$ cat src/rtl/asctl_pkg.sv
package asctl_pkg;

    // ==========================================================
    // Geometry
    localparam int ADDR_W = 15;
    localparam int DATA_W = 8;
    localparam int DEPTH  = 32768;

    // ==========================================================
    // Timing
    localparam int CLK_PERIOD_NS      = 20;
    localparam int SELECT_ACCESS_NS   = 20;
    localparam int DRIVE_ACCESS_NS    = 8;
    localparam int SELECT_RELEASE_NS  = 5;
    localparam int DRIVE_RELEASE_NS   = 5;
    localparam int WRITE_FLOAT_NS     = 6;
    localparam int SELECT_WR_END_NS   = 12;
    localparam int ADDR_WR_END_NS     = 12;
    localparam int DATA_WR_END_NS     = 10;

    // ==========================================================
    // Derived counts
    function automatic int ceil_cyc(input int ns);
        int c;
        c = (ns + CLK_PERIOD_NS - 1) / CLK_PERIOD_NS;
        return (c < 1) ? 1 : c;
    endfunction : ceil_cyc

    localparam int READ_WAIT_CYC  = ceil_cyc(SELECT_ACCESS_NS);
    localparam int FLOAT_CYC      = ceil_cyc(WRITE_FLOAT_NS);
    localparam int WR_PULSE_NS    = (SELECT_WR_END_NS > ADDR_WR_END_NS) ?
                                    SELECT_WR_END_NS : ADDR_WR_END_NS;
    localparam int WR_PULSE_CYC   = ceil_cyc(WR_PULSE_NS);
    localparam int DATA_SETUP_CYC = ceil_cyc(DATA_WR_END_NS);
    localparam int RELEASE_NS     = (SELECT_RELEASE_NS > DRIVE_RELEASE_NS) ?
                                    SELECT_RELEASE_NS : DRIVE_RELEASE_NS;
    localparam int RELEASE_CYC    = ceil_cyc(RELEASE_NS);
    localparam int CNT_W          = 4;

    typedef enum logic [2:0] {
        ST_IDLE, ST_SETUP, ST_RD_WAIT, ST_RD_END, ST_WR_FLOAT, ST_WR_DATA, ST_TURN
    } asctl_state_t;

endpackage : asctl_pkg

$ cat src/rtl/asctl_pins_if.sv
`timescale 1ns/1ps
interface asctl_pins_if;
    import asctl_pkg::*;
    logic [ADDR_W-1:0] addr;
    logic              sel_n;
    logic              wr_n;
    logic              drv_n;
    logic [DATA_W-1:0] dout;
    logic              dout_oe;
    modport ctl (output addr, sel_n, wr_n, drv_n, dout, dout_oe);
    modport pad (input  addr, sel_n, wr_n, drv_n, dout, dout_oe);
endinterface : asctl_pins_if

$ cat src/rtl/asctl_pad.sv
`timescale 1ns/1ps
module asctl_pad
    import asctl_pkg::*;
(
    // Internal pin group
    asctl_pins_if.pad                 pins,
    // Device pins
    output logic [asctl_pkg::ADDR_W-1:0] mem_addr_o,
    output logic                         mem_sel_n_o,
    output logic                         mem_wr_n_o,
    output logic                         mem_drv_n_o,
    output logic [asctl_pkg::DATA_W-1:0] shared_data_lines_o,
    output logic                         shared_data_lines_oe_o
);
    assign mem_addr_o             = pins.addr;
    assign mem_sel_n_o            = pins.sel_n;
    assign mem_wr_n_o             = pins.wr_n;
    assign mem_drv_n_o            = pins.drv_n;
    // Drive data only while the write strobe is low
    assign shared_data_lines_o    = pins.dout;
    assign shared_data_lines_oe_o = pins.dout_oe & ~pins.wr_n; // RULE19
endmodule : asctl_pad

$ cat src/rtl/asctl_top.sv
`timescale 1ns/1ps
// Overview of operation
// RULE1 - Address changes only while chip select and write strobe are high.
// RULE2 - Write ends at the first rising edge of select or strobe.
// RULE3 - Write strobe stays high for a whole read.
// RULE4 - Select and output drive stay low during a read.
// RULE5 - Address is valid before select falls on a read.
// RULE6 - Memory delivers read data within select access delay.
// RULE7 - Memory drives data within drive access delay of drive falling.
// RULE8 - Memory holds old read data briefly after address change.
// RULE9 - Memory floats outputs shortly after select rises.
// RULE10 - Memory floats outputs shortly after drive rises.
// RULE11 - Memory floats outputs shortly after write strobe falls.
// RULE12 - Memory waits briefly after write end before driving again.
// RULE13 - Select stays low long enough before the write ends.
// RULE14 - Address is stable long enough before the write ends.
// RULE15 - Write data is valid long enough before the write ends.
// RULE16 - Select high puts memory in standby with floating outputs.
// RULE17 - Memory captures data at the write-ending rising edge.
// RULE18 - Array holds 32768 bytes on a fifteen-bit address.
// RULE19 - Controller drives data only after memory outputs are disabled.
module asctl_top
    import asctl_pkg::*;
(
    // Clock, reset, enable
    input  wire logic                         clk_i,
    input  wire logic                         sys_rst_i,
    input  wire logic                         ce_i,
    // Request port
    input  wire logic                         req_valid_i,
    output logic                              req_ready_o,
    input  wire logic                         req_write_i,
    input  wire logic [asctl_pkg::ADDR_W-1:0] req_addr_i,
    input  wire logic [asctl_pkg::DATA_W-1:0] req_wdata_i,
    // Read answer
    output logic                              rsp_valid_o,
    output logic [asctl_pkg::DATA_W-1:0]      rsp_rdata_o,
    // Memory pins
    output logic [asctl_pkg::ADDR_W-1:0]      mem_addr_o,
    output logic                              mem_sel_n_o,
    output logic                              mem_wr_n_o,
    output logic                              mem_drv_n_o,
    input  wire logic [asctl_pkg::DATA_W-1:0] shared_data_lines_i,
    output logic [asctl_pkg::DATA_W-1:0]      shared_data_lines_o,
    output logic                              shared_data_lines_oe_o
);
    import asctl_pkg::*;

    // ==========================================================
    // State
    typedef struct packed {
        asctl_state_t      st;
        logic [CNT_W-1:0]  cnt;
        logic              write;
        logic [ADDR_W-1:0] addr;
        logic [DATA_W-1:0] wdata;
        logic              sel_n;
        logic              wr_n;
        logic              drv_n;
        logic              oe;
        logic              rsp_valid;
        logic [DATA_W-1:0] rdata;
    } asctl_regs_t;

    asctl_regs_t s_reg;
    asctl_regs_t s_next;

    localparam asctl_regs_t RESET_VAL = '{
        st: ST_IDLE, cnt: '0, write: 1'b0, addr: '0, wdata: '0,
        sel_n: 1'b1, wr_n: 1'b1, drv_n: 1'b1, oe: 1'b0,
        rsp_valid: 1'b0, rdata: '0
    };

    function automatic logic [CNT_W-1:0] cyc(input int n);
        return CNT_W'(n - 1);
    endfunction : cyc

    // ==========================================================
    // Sequencer
    always_comb begin
        s_next           = s_reg;
        s_next.rsp_valid = 1'b0;
        unique case (s_reg.st)
            ST_IDLE: begin
                if (req_valid_i) begin
                    // Address moves only with select and strobe high
                    s_next.addr  = req_addr_i; // RULE1
                    s_next.write = req_write_i;
                    s_next.wdata = req_wdata_i;
                    s_next.st    = ST_SETUP; // RULE5
                end
            end
            ST_SETUP: begin
                s_next.sel_n = 1'b0;
                if (s_reg.write) begin
                    s_next.wr_n = 1'b0;
                    s_next.cnt  = cyc(FLOAT_CYC);
                    s_next.st   = ST_WR_FLOAT;
                end else begin
                    s_next.wr_n  = 1'b1; // RULE3
                    s_next.drv_n = 1'b0; // RULE4
                    s_next.cnt   = cyc(READ_WAIT_CYC);
                    s_next.st    = ST_RD_WAIT;
                end
            end
            ST_RD_WAIT: begin
                if (s_reg.cnt == '0) begin
                    s_next.st = ST_RD_END;
                end else begin
                    s_next.cnt = s_reg.cnt - 1'b1;
                end
            end
            ST_RD_END: begin
                // Sample after the access delay has passed
                s_next.rdata     = shared_data_lines_i; // RULE6
                s_next.rsp_valid = 1'b1;
                s_next.sel_n     = 1'b1;
                s_next.drv_n     = 1'b1;
                s_next.cnt       = cyc(RELEASE_CYC);
                s_next.st        = ST_TURN;
            end
            ST_WR_FLOAT: begin
                if (s_reg.cnt == '0) begin
                    // Memory outputs floated by the strobe
                    s_next.oe  = 1'b1; // RULE19
                    s_next.cnt = cyc((WR_PULSE_CYC > DATA_SETUP_CYC) ?
                                     WR_PULSE_CYC : DATA_SETUP_CYC);
                    s_next.st  = ST_WR_DATA;
                end else begin
                    s_next.cnt = s_reg.cnt - 1'b1;
                end
            end
            ST_WR_DATA: begin
                if (s_reg.cnt == '0) begin
                    // Strobe and select rise together to end the write
                    s_next.wr_n  = 1'b1; // RULE2
                    s_next.sel_n = 1'b1; // RULE13
                    s_next.cnt   = cyc(1);
                    s_next.st    = ST_TURN; // RULE14
                end else begin
                    s_next.cnt = s_reg.cnt - 1'b1; // RULE15
                end
            end
            ST_TURN: begin
                // Internal enable cleared; the pad already released the data lines at the write-ending edge
                s_next.oe = 1'b0;
                if (s_reg.cnt == '0) begin
                    s_next.st = ST_IDLE;
                end else begin
                    s_next.cnt = s_reg.cnt - 1'b1;
                end
            end
            default: begin
                s_next = RESET_VAL;
            end
        endcase
    end

    always_ff @(posedge clk_i or posedge sys_rst_i) begin
        if (sys_rst_i) begin
            s_reg <= RESET_VAL;
        end else if (ce_i) begin
            s_reg <= s_next;
        end
    end

    // ==========================================================
    // Outputs
    asctl_pins_if pins ();

    assign pins.addr   = s_reg.addr;
    assign pins.sel_n  = s_reg.sel_n;
    assign pins.wr_n   = s_reg.wr_n;
    assign pins.drv_n  = s_reg.drv_n;
    assign pins.dout   = s_reg.wdata;
    assign pins.dout_oe = s_reg.oe;

    assign req_ready_o = (s_reg.st == ST_IDLE) & ce_i;
    assign rsp_valid_o = s_reg.rsp_valid;
    assign rsp_rdata_o = s_reg.rdata;

    asctl_pad u_pad (
        .pins                   (pins),
        .mem_addr_o             (mem_addr_o),
        .mem_sel_n_o            (mem_sel_n_o),
        .mem_wr_n_o             (mem_wr_n_o),
        .mem_drv_n_o            (mem_drv_n_o),
        .shared_data_lines_o    (shared_data_lines_o),
        .shared_data_lines_oe_o (shared_data_lines_oe_o)
    );

endmodule : asctl_top

$ cat config.mk
export PLATFORM = sky130hd
export DESIGN_NAME = asctl_top
export DESIGN_NICKNAME = d
export VERILOG_FILES = /design/src/rtl/asctl_pkg.sv /design/src/rtl/asctl_pins_if.sv /design/src/rtl/asctl_pad.sv /design/src/rtl/asctl_top.sv
export SDC_FILE = /design/constraint.sdc
export NUM_CORES = 1
export LEC_CHECK = 0
export ABC_AREA = 1
export BUFFER_PORTS_ARGS = -buffer_cell sky130_fd_sc_hd__buf_2
export CAP_MARGIN = 20
export CORE_UTILIZATION = 53
export CTS_BUF_LIST = sky130_fd_sc_hd__clkbuf_8
export DETAILED_ROUTE_END_ITERATION = 6
export PLACE_DENSITY_LB_ADDON = 0.1
export SYNTH_ARGS = -nofsm -noshare
export SYNTH_HDL_FRONTEND = slang
export SYNTH_HIERARCHICAL = 1
export SYNTH_SLANG_ARGS = --single-unit
$ cat constraint.sdc
create_clock -name clk_i -period 1.9 [get_ports clk_i]
set_input_delay 0.475 -clock clk_i [delete_from_list [all_inputs] [get_ports clk_i]]
set_output_delay 0.475 -clock clk_i [all_outputs]
set_load 0.01 [all_outputs]
==> flow_summary.ini <==
[cells_and_area]
final_nets = 336
antennaDiodeCount = 0
area_delta_synth_final_pct = 8.78
largest_reg_flops = 15
seq_area_um2 = 1110
drive_above_1_share_pct = 43.8
fill_cells = 402
multi_input_area_um2 = 841
final_area_um2 = 2670
utilization_pct = 60.8

[sta]
period_share_pct = 91.8
rsz0062_at_grt = no
tns_ns = 0
finalMaxSlewViolations = 0
finClkSkew_ns = 0.00377
finalSetupViolCount = 0
clock.fmax_ghz = 0.573
tightest_slew_ns = 0.599
slew-limit-headroom_pct = 60.1
setup_slack_ns = 0.155
final_hold_viol_count = 0
fin_crit_ns = 1.74

[die]
core_area_um2 = 4380
io_pins = 73
die_area_um2 = 4900
die_w_um = 70.0
die_h_um = 70.0
rows = 24
initial_core_util_pct = 55.9

[synthesis]
synth_top_area_share_pct = 41.9
synth_top_family_by_area = buffers and inverters
yosys-top-cells-count = 41 x dfrtp_1, 37 x buf_4, 36 x nand2_1
netlist_instances = 260
synth-main-ff-cell = dfrtp_1
synthArstFlopShare_pct = 100
synth_fp_nets = 298
yosys_warnings = 6
syn_area_per_cell_um2 = 9.42
synth_seq_cells = 44
ys_types = 30
synth-compound-area-share_pct = 12.4
synth.most_common_cell = dfrtp_1
synth_area_leaders = dfrtp_1 42%, buf_4 11%, nand3_2 6.5%
synthXorXnorAreaFrac_pct = 0.358
synth_edf_count = 0
yosysSeqAreaShare_pct = 45.1
synth_area_leader_cell = dfrtp_1
syn_area_um2 = 2450
synthMuxAreaShare_pct = 0
yosys.area_share.simple_pct = 20.5
synth_fa_ha_area_share_pct = 1.02

[power]
leakagePower_nw = 1.48
powerDensity_nw_per_um2 = 1620
total_power_mw = 4.31
ir_worst_vdd_uv = 780

[route]
avgRoutedWirePerCell_um = 11.7
routed_wl_mm = 4.11
via_per_inst = 4.93
ant_nets = 0
drtIter0Drc = 130
drc_errors = 0
dr_total_vias = 1731
dr.pass1.iters = 4

[grt]
gr-total-overflow = 0
grt_max_degree = 49
grt_pass1_wl_mm = 7.25
antenna_found_initial = 0
grt_pass1_vias = 1675
grtUsageTotal_pct = 18.6

[setup_path]
cpPeakStageDelay_ns = 0.49
path_class = reg2out
crit_path_end_kind = output pin
cp_slowest_cell = dfrtp_2
critPathMaxFanout = 8
path_cells = nor2_4, nand2_1, nor2_1, buf_2
critPathLaunchType = flip-flop
worstPathRequired_ns = 1.42
crit_arrival_ns = 1.27

[clock_network]
cts.htree.levels = 2
clkTransAtPathRegs_ns = 0.08
cts_root_buffer = clkbuf_8
cts_setup_buffers = 0
cts-buffers-inserted = 5
clk_latency_ns = 0.29
clock-sinks = 44
clk_path_buf_depth = 2
tritoncts = built

[worst_hold_path]
hold_path.class = in2async

[placed_design]
post-dp-hpwl_mm = 2.88
gp_congestion = 0.822
placed_area_um2 = 2560
pre_cts_ws_ns = 0.320
portBuffers = 72

[status]
outcome = finished, final reports clean

[flow_run]
drv_cap = 0
==> logic make-up (layout without fill, tap and decap cells) <==
kind of cell,count (synthesis),after routing
AO/OA/AOI/OAI,42,42
XOR/XNOR,1,1
adder cells (fa/ha/maj),2,2
buffers and inverters,84,123
flip-flops,44,44
AND/OR/NAND/NOR,87,87
==> report_power, final <==
group / switching, mW / leakage (nW) / total, mW / internal [mW]
Sequential: 0.334 / 0.550 / 1.75 / 1.42
Clock: 0.307 / 0.0607 / 0.690 / 0.383
Combinational: 1.06 / 0.873 / 1.87 / 0.809
Total: 1.70 / 1.48 / 4.31 / 2.61
==> cells in the final DEF, fill, tap and decap left out, types with 2 or more instances in the layout <==
master and n:
a32o_1 8, ha_1 2, clkbuf_8 5, o21ai_2 13, nand3_1 16, nor2_2 2, nor2_1 9, dfrtp_2 2
nand3_2 16, inv_2 8, nor2_4 2, o21ai_1 14, nand2_1 36, a21oi_1 3, buf_2 72, dfrtp_1 39
inv_1 34, o21ai_0 2, dfstp_2 3, buf_4 2
==> layout make-up <==
class | instances | share of cell area (%)
tap | 52 | 2.44
timing repair buffer | 75 | 14.8
clock inverter | 3 | 1.41
inverter | 40 | 5.63
multi-input combinational | 132 | 31.5
sequential | 44 | 41.5
clock buffer | 5 | 2.58
==> per-layer routing <==
metal / vias up / share of wire [%] / global-route usage (%)
met5: - / 0 / 0
met4: 0 / 1.2 / 5.78
met3: 6 / 5.8 / 5.92
met2: 50 / 47 / 31.1
met1: 790 / 46 / 22.8
li1: 885 / - / -
==> worst paths after layout <==
| check | start | endpoint | slack [ns] | depth (start not counted) |
|---|---|---|---|---|
| worst min register to register | pins.drv_n | pins.drv_n | 0.46 | 2 |
| worst max register to register | s_reg[41] | pins.dout[5] | 0.33 | 5 |
| worst min-delay path | sys_rst_i | pins.addr[0] | 0.16 | 2 |
| min in group clk_i | req_addr_i[5] | pins.addr[5] | 0.41 | 3 |
| worst max-delay path | s_reg[42] | req_ready_o | 0.16 | 4 |
| max in group asynchronous | sys_rst_i | pins.drv_n | 1.18 | 3 |
==> repair_timing <==
item / CTS / global route
resized for setup: 0 / 2
setup endpoints to repair: 0 / 1
hold buffers: 0 / 0
==> worst max-delay path, delay by kind of cell (launching register included) <==
kind / cells / cell delay, ns
buffers and inverters: 1 / 0.13
and+or+nand+nor: 3 / 0.35
DFF: 1 / 0.49
==> metrics by stage <==
| step | cells | hold slack, ns |
|---|---|---|
| CTS | 351 | 0.168 |
| global placement | 343 | 0.449 |
| floorplan | 260 | 0.442 |
| finish | 351 | 0.160 |
| global route | 351 | 0.177 |
| detailed placement | 343 | 0.452 |
Note: power is estimated with default switching activity, not from simulation.
